===== config.mk =====
export PLATFORM = sky130hd
export DESIGN_NAME = active_antenna_supervisor
export DESIGN_NICKNAME = d
export VERILOG_FILES = /design/src/core/ant_sup_pkg.sv /design/src/core/active_antenna_supervisor.sv
export SDC_FILE = /design/constraint.sdc
export NUM_CORES = 1
export LEC_CHECK = 0
export BUFFER_PORTS_ARGS = -buffer_cell sky130_fd_sc_hd__buf_2
export CAP_MARGIN = 40
export CORE_ASPECT_RATIO = 2
export CORE_MARGIN = 2
export CORE_UTILIZATION = 34
export DETAILED_ROUTE_END_ITERATION = 8
export PLACE_DENSITY_LB_ADDON = 0.15
export SYNTH_ARGS = -nofsm -noshare
export SYNTH_HDL_FRONTEND = slang
export SYNTH_SLANG_ARGS = --single-unit

===== constraint.sdc =====
create_clock -name clock -period 2.6 [get_ports clock]
set_clock_uncertainty 0.2 [all_clocks]
set_input_delay 0.52 -clock clock [delete_from_list [all_inputs] [get_ports clock]]
set_output_delay 0.52 -clock clock [all_outputs]
set_load 0.01 [all_outputs]

===== src/core/ant_sup_pkg.sv =====
// package for the active antenna supervisor: register map, fields, states, timing
// assumes a 10 MHz clock and an apb master with 32-bit data
package ant_sup_pkg;

  // ----------------------------------------------------------------
  // register map
  // ----------------------------------------------------------------
  localparam logic [7:0] cfg_addr    = 8'h00;
  localparam logic [7:0] status_addr = 8'h04;
  localparam logic [7:0] irq_addr    = 8'h08;
  localparam logic [7:0] mask_addr   = 8'h0c;

  // cfg fields
  localparam int cfg_supply_bit   = 0;
  localparam int cfg_fault_bit    = 1;
  localparam int cfg_retry_bit    = 2;
  localparam int cfg_presence_bit = 3;
  localparam int cfg_pdof_bit     = 4;
  localparam logic [4:0] cfg_reset = 5'h00;

  // status fields: [1:0] antenna status, [2] power on, [3] reporting valid
  localparam int st_power_bit = 2;
  localparam int st_valid_bit = 3;

  // irq fields: [0] short seen, [1] open seen, [2] retry done
  localparam int irq_short_bit = 0;
  localparam int irq_open_bit  = 1;
  localparam int irq_retry_bit = 2;
  localparam logic [2:0] irq_reset = 3'h0;

  // ----------------------------------------------------------------
  // timing
  // ----------------------------------------------------------------
  localparam int clock_hz        = 10_000_000;
  localparam int retry_ms        = 1000;
  localparam int retry_cycles    = retry_ms * (clock_hz / 1000);

  typedef enum logic [1:0] {
    ant_ok    = 2'b00,
    ant_short = 2'b01,
    ant_open  = 2'b10,
    ant_init  = 2'b11
  } ant_status_e;

  // gray along idle -> run -> cut -> back to run
  typedef enum logic [1:0] {
    st_idle = 2'b00,
    st_run  = 2'b01,
    st_cut  = 2'b11
  } sup_state_e;

  typedef struct packed {
    logic        fault_sync1;
    logic        fault_sync2;
    logic        pres_sync1;
    logic        pres_sync2;
    logic [4:0]  cfg;
    sup_state_e  state;
    logic        short_latched;
    logic        fault_en_prev;
    logic [31:0] timer;
    logic        cut;
    logic [2:0]  irq_status;
    logic [2:0]  irq_mask;
    logic        irq;
    logic        pready;
    logic [31:0] prdata;
    logic        pslverr;
  } sup_state_s;

endpackage


===== src/core/active_antenna_supervisor.sv =====
// active antenna supervisor: supply switch control, short and presence sensing
// assumes synchronous apb master on clock, sense inputs asynchronous to clock
`timescale 1ns/100ps

module active_antenna_supervisor #(
  parameter int retry_cycles = ant_sup_pkg::retry_cycles
) (
  // clock and reset
  input  wire logic        clock,
  input  wire logic        reset,
  // apb slave
  input  wire logic        psel,
  input  wire logic        penable,
  input  wire logic        pwrite,
  input  wire logic [7:0]  paddr,
  input  wire logic [31:0] pwdata,
  output logic             pready,
  output logic [31:0]      prdata,
  output logic             pslverr,
  // antenna pins
  input  wire logic        fault_sense_in_n,
  input  wire logic        presence_sense_in,
  output logic             supply_cut_out,
  // interrupt
  output logic             irq
);

  ant_sup_pkg::sup_state_s s_q;
  ant_sup_pkg::sup_state_s s_d;

  // ----------------------------------------------------------------
  // derived conditions
  // ----------------------------------------------------------------
  logic        sup_on;
  logic        fault_on;
  logic        retry_on;
  logic        pres_on;
  logic        short_now;
  logic        absent_now;
  logic        wr;
  logic        rd;
  logic [1:0]  ant_stat;
  logic [2:0]  irq_set;
  logic [31:0] stat_word;

  always_comb begin
    sup_on     = s_q.cfg[ant_sup_pkg::cfg_supply_bit];
    fault_on   = sup_on && s_q.cfg[ant_sup_pkg::cfg_fault_bit];
    retry_on   = s_q.cfg[ant_sup_pkg::cfg_retry_bit];
    pres_on    = sup_on && s_q.cfg[ant_sup_pkg::cfg_presence_bit];
    short_now  = fault_on && !s_q.fault_sync2;
    absent_now = pres_on && !s_q.pres_sync2;
    wr         = psel && penable && pwrite && !s_q.pready;
    rd         = psel && penable && !pwrite && !s_q.pready;
    // short has priority over open; a present antenna reads ok
    if (!sup_on) begin
      ant_stat = ant_sup_pkg::ant_init;
    end else if (s_q.short_latched) begin
      ant_stat = ant_sup_pkg::ant_short;
    end else if (absent_now) begin
      ant_stat = ant_sup_pkg::ant_open;
    end else begin
      ant_stat = ant_sup_pkg::ant_ok;
    end
    stat_word = 32'h0000_0000;
    stat_word[1:0] = ant_stat;
    stat_word[ant_sup_pkg::st_power_bit] = sup_on && !s_q.cut;
    stat_word[ant_sup_pkg::st_valid_bit] = sup_on;
  end

  // ----------------------------------------------------------------
  // next state
  // ----------------------------------------------------------------
  always_comb begin
    s_d = s_q;
    irq_set = 3'h0;
    // two-flop synchronisers; only the second stage is used
    s_d.fault_sync1 = fault_sense_in_n;
    s_d.fault_sync2 = s_q.fault_sync1;
    s_d.pres_sync1  = presence_sense_in;
    s_d.pres_sync2  = s_q.pres_sync1;
    s_d.fault_en_prev = fault_on;

    // bus: one wait state, answer in the second access cycle
    s_d.pready  = psel && penable && !s_q.pready;
    s_d.pslverr = 1'b0;
    s_d.prdata  = 32'h0000_0000;
    if ((wr || rd) && !(paddr == ant_sup_pkg::cfg_addr || paddr == ant_sup_pkg::status_addr
        || paddr == ant_sup_pkg::irq_addr || paddr == ant_sup_pkg::mask_addr)) begin
      s_d.pslverr = 1'b1;
    end
    if (rd) begin
      case (paddr)
        ant_sup_pkg::cfg_addr:    s_d.prdata = {27'h000_0000, s_q.cfg};
        ant_sup_pkg::status_addr: s_d.prdata = stat_word;
        ant_sup_pkg::irq_addr:    s_d.prdata = {29'h0000_0000, s_q.irq_status};
        ant_sup_pkg::mask_addr:   s_d.prdata = {29'h0000_0000, s_q.irq_mask};
        default:                  s_d.prdata = 32'h0000_0000;
      endcase
    end
    if (wr && paddr == ant_sup_pkg::cfg_addr) begin
      s_d.cfg = pwdata[4:0];
    end
    if (wr && paddr == ant_sup_pkg::mask_addr) begin
      s_d.irq_mask = pwdata[2:0];
    end

    // supervisor
    case (s_q.state)
      ant_sup_pkg::st_idle: begin
        s_d.cut = 1'b0;
        s_d.short_latched = 1'b0;
        if (sup_on) begin
          s_d.state = ant_sup_pkg::st_run;
        end
      end
      ant_sup_pkg::st_run: begin
        // turning fault detect on again clears a latched short
        if (fault_on && !s_q.fault_en_prev) begin
          s_d.short_latched = 1'b0;
        end
        if (!fault_on) begin
          s_d.short_latched = 1'b0;
        end
        if (short_now) begin
          if (!s_q.short_latched) begin
            irq_set[ant_sup_pkg::irq_short_bit] = 1'b1;
          end
          s_d.short_latched = 1'b1;
          if (retry_on || s_q.cfg[ant_sup_pkg::cfg_pdof_bit]) begin
            s_d.cut   = 1'b1;
            s_d.timer = 32'h0000_0000;
            s_d.state = ant_sup_pkg::st_cut;
          end
        end
        // level source: the bit comes back after a clear while the antenna stays absent
        if (absent_now) begin
          irq_set[ant_sup_pkg::irq_open_bit] = 1'b1;
        end
        if (!sup_on) begin
          s_d.state = ant_sup_pkg::st_idle;
        end
      end
      ant_sup_pkg::st_cut: begin
        s_d.cut = 1'b1;
        if (retry_on) begin
          s_d.timer = s_q.timer + 32'h0000_0001;
          if (s_q.timer == 32'(retry_cycles - 1)) begin
            // supply back on to retest; the run state re-latches a lasting short
            s_d.cut = 1'b0;
            s_d.short_latched = 1'b0;
            irq_set[ant_sup_pkg::irq_retry_bit] = 1'b1;
            s_d.state = ant_sup_pkg::st_run;
          end
        end
        // without retry the supply stays cut until fault detect or supply control is turned off, or reset
        if (!fault_on) begin
          s_d.cut = 1'b0;
          s_d.short_latched = 1'b0;
          s_d.state = ant_sup_pkg::st_run;
        end
        if (!sup_on) begin
          s_d.state = ant_sup_pkg::st_idle;
        end
      end
      default: begin
        s_d.state = ant_sup_pkg::st_idle;
      end
    endcase

    // sticky irq bits: set wins over write-one-to-clear
    if (wr && paddr == ant_sup_pkg::irq_addr) begin
      s_d.irq_status = s_q.irq_status & ~pwdata[2:0];
    end
    s_d.irq_status = s_d.irq_status | irq_set;
    s_d.irq = |(s_d.irq_status & s_d.irq_mask);
  end

  // ----------------------------------------------------------------
  // state register
  // ----------------------------------------------------------------
  always_ff @(posedge clock or posedge reset) begin
    if (reset) begin
      s_q <= '{fault_sync1: 1'b1, fault_sync2: 1'b1, pres_sync1: 1'b1, pres_sync2: 1'b1,
               cfg: ant_sup_pkg::cfg_reset, state: ant_sup_pkg::st_idle,
               short_latched: 1'b0, fault_en_prev: 1'b0, timer: 32'h0000_0000,
               cut: 1'b0, irq_status: ant_sup_pkg::irq_reset,
               irq_mask: ant_sup_pkg::irq_reset, irq: 1'b0, pready: 1'b0,
               prdata: 32'h0000_0000, pslverr: 1'b0};
    end else begin
      s_q <= s_d;
    end
  end

  assign pready         = s_q.pready;
  assign prdata         = s_q.prdata;
  assign pslverr        = s_q.pslverr;
  assign supply_cut_out = s_q.cut;
  assign irq            = s_q.irq;

endmodule


==> qor.txt <==
clock buffer count from CTS: 9
first-pass GRT wire length: 12,700 um
Post CTS Setup Buffer Count: 0
number of diodes: 0
EDFF count, synth: 0
die width: 72.4 um
fin. max-slew vios: 0
critical path's top delay family: simple AND/OR/NAND/NOR gates
Period minus WS final: 2.47 ns
RSZ-0062 raised after global routing: no
HP Class: in -> async
cell breakdown of the critical path: buf_2, or4_1, nor4_2, mux2_2, and2_1, a221o_1
DRT iter0 DRCs: 125
PortBufs: 28
sequential area share after synthesis: 0.473
fmax: 405 MHz
Comb power frac: 0.046
largest stage delay on the critical path: 0.55 ns
switching share of power: 0.212
crit path launch: paddr[1]
run status: completed
routed wire length: 8020 um
via density per instance: 5.27
Cells after DPL: 463
Tcrit/Tclk final: 0.949
Final Net Count: 418
Worst Path Required: 2.60 ns
most instantiated cells after synthesis: 56 x dfrtp_1, 32 x buf_4, 31 x nand2_1
Die Area: 0.0102 mm2
CTS Buffer Depth: 2
vias after detailed routing: 2,524
Max Fanout on Critical Path: 2
total power: 2.34 mW
Initial Util: 0.344
1st-pass router iterations: 4
Routed Antenna Nets: 0
IO Pins: 83
Mapped Cells: 324
final core utilization: 0.408
Max-slew headroom: 0.636
pin count of the biggest net entering global routing: 38
post_cts resized: 0
Clk Latency, worst-skew pair: 0.32 ns
final worst slack: 0.132 ns
vias in the first global route: 2,560
Place WS: -0.217 ns
top-area cell type share of the netlist area: 0.440
Crit Path Class: in -> reg
Layout Cells excl Fill: 479
CTS hold repair buffers: 0
H-tree depth: 3
reg2reg start: s_q[56]
maximum vdd drop: 334 uV
Worst Setup End Kind: flip-flop
Buffers & Inverters on Critical Path: 1
core area: 0.00926 mm2
Area contributors post-synth: dfrtp_1 44%, buf_4 7.6%, nand2_1 3.7%
# setup viols final: 0
dominant cell type by area after synthesis: dfrtp_1
Placer Congestion: 0.861
global route overflow: 0
Worst setup SP type: primary input
top-count cell post-synth: dfrtp_1
clk slew on worst S/H paths: 0.05 ns
TritonCTS clock tree: done
Critical-path top delay cell: or4_1
ys flop type: dfrtp_1
Pwr Density: 620 mW/mm2
Max Cap Viol: 0
Seq pwr share: 0.411
Mapped Area: 0.00318 mm2
YS warnings: 0
P_leak: 1.79 nW
Detail Placement HPWL: 6210 um
Arrival @ worst endpoint: 2.47 ns
ys async rst share: 1.00
synthesized area per cell: 9.82 um2
clock tree root driver cell: clkbuf_16
Netlist cell types: 54
net switching power: 0.498 mW
die height: 141 um
initial antenna violation count: 0
# DRC: 0
Worst-Margin Slew: 0.546 ns
internal power: 1.85 mW
CTS Sinks: 60
share of layout cells above drive strength 1: 0.243
# rows: 50
synthesis-to-layout area growth: 18.8%
Clock Power Share: 0.543
Routed WL per cell: 16.7 um
Tot GR Track Use: 0.169
#FFs+latches synth: 60
final hold viol count: 0
-- layout make-up --
| class | count | area (um2) |
|---|---|---|
| clock buffer | 11 | 243 |
| clock inverter | 5 | 75.1 |
| fill | 950 | 5480 |
| inverter | 13 | 48.8 |
| multi-input combinational | 235 | 1450 |
| sequential | 60 | 1510 |
| tap | 104 | 130 |
| timing repair buffer | 51 | 325 |
-- power by group through the flow --
stage	Sequential (mW)	Clock, mW	Combinational [mW]
after global routing	0.964	1.34	0.122
after global placement	0.978	0	0.108
after floorplan	0.977	0	0.0942
after CTS	0.963	1.30	0.109
after detailed placement	0.979	0	0.109
final	0.963	1.27	0.107
-- state kept, by name, summed over array words and instances, names as in the netlist --
name	flops
irq	1
prdata	5
pready	1
pslverr	1
retry_on	1
s_d	2
s_q	48
supply_cut_out	1
-- layer usage --
| layer | track usage | share of wire | wire length, um |
|---|---|---|---|
| met5 | 0 | 0 | 0 |
| met4 | 0.118 | 0.045 | 358 |
| met3 | 0.0315 | 0.034 | 276 |
| met2 | 0.322 | 0.59 | 4770 |
| met1 | 0.150 | 0.33 | 2620 |
-- cell families after synthesis --
family | synth area share
AO/OA/AOI/OAI | 0.0763
XOR/XNOR | 0.0303
adder cells (fa/ha/maj) | 0.00393
buffers and inverters | 0.103
flip-flops | 0.473
multiplexers | 0.0700
other | 0.00118
AND/OR/NAND/NOR | 0.242
-- cells in the final DEF (no fill, tap or decap), drive strengths merged, types with 8 or more instances in the layout --
| cell type | instances |
|---|---|
| inv | 13 |
| mux2i | 11 |
| o21ai | 9 |
| nor4 | 10 |
| clkbuf | 11 |
| nor2 | 23 |
| a21oi | 8 |
| buf | 51 |
| nand2 | 31 |
| nand4 | 12 |
| nor3 | 16 |
| nand3 | 12 |
| xnor2 | 10 |
| mux2 | 8 |
| dfrtp | 56 |
| conb | 27 |
-- per-stage QoR --
step                TNS, ns  hold slack [ns]  area, um2
finish                    0           0.0410       3780
global route              0           0.0783       3780
CTS                       0           0.0469       3780
detailed placement   -0.217            0.148       3460
global placement     -0.214            0.148       3460
floorplan                 0            0.145       3290
-- path summary, 6_finish.rpt --
check	endpoint	slack, ns	depth (start not counted)
worst min-delay path	s_q[65]	0.04	2
worst min register to register	s_q[83]	0.15	0
worst max-delay path	irq	0.13	6
max in group asynchronous	s_q[85]	1.49	3
min in group clock	s_d[85]	0.09	1
worst max register to register	s_q[71]	0.14	5
-- worst register-to-register path, cell delays in order (launching register included) --
cell,delay (ns)
dfrtp_1,0.42
nand4_2,0.22
or4_4,0.57
or4_4,0.44
or3_1,0.37
mux2i_1,0.12
Power figures use the tool's default switching activity.
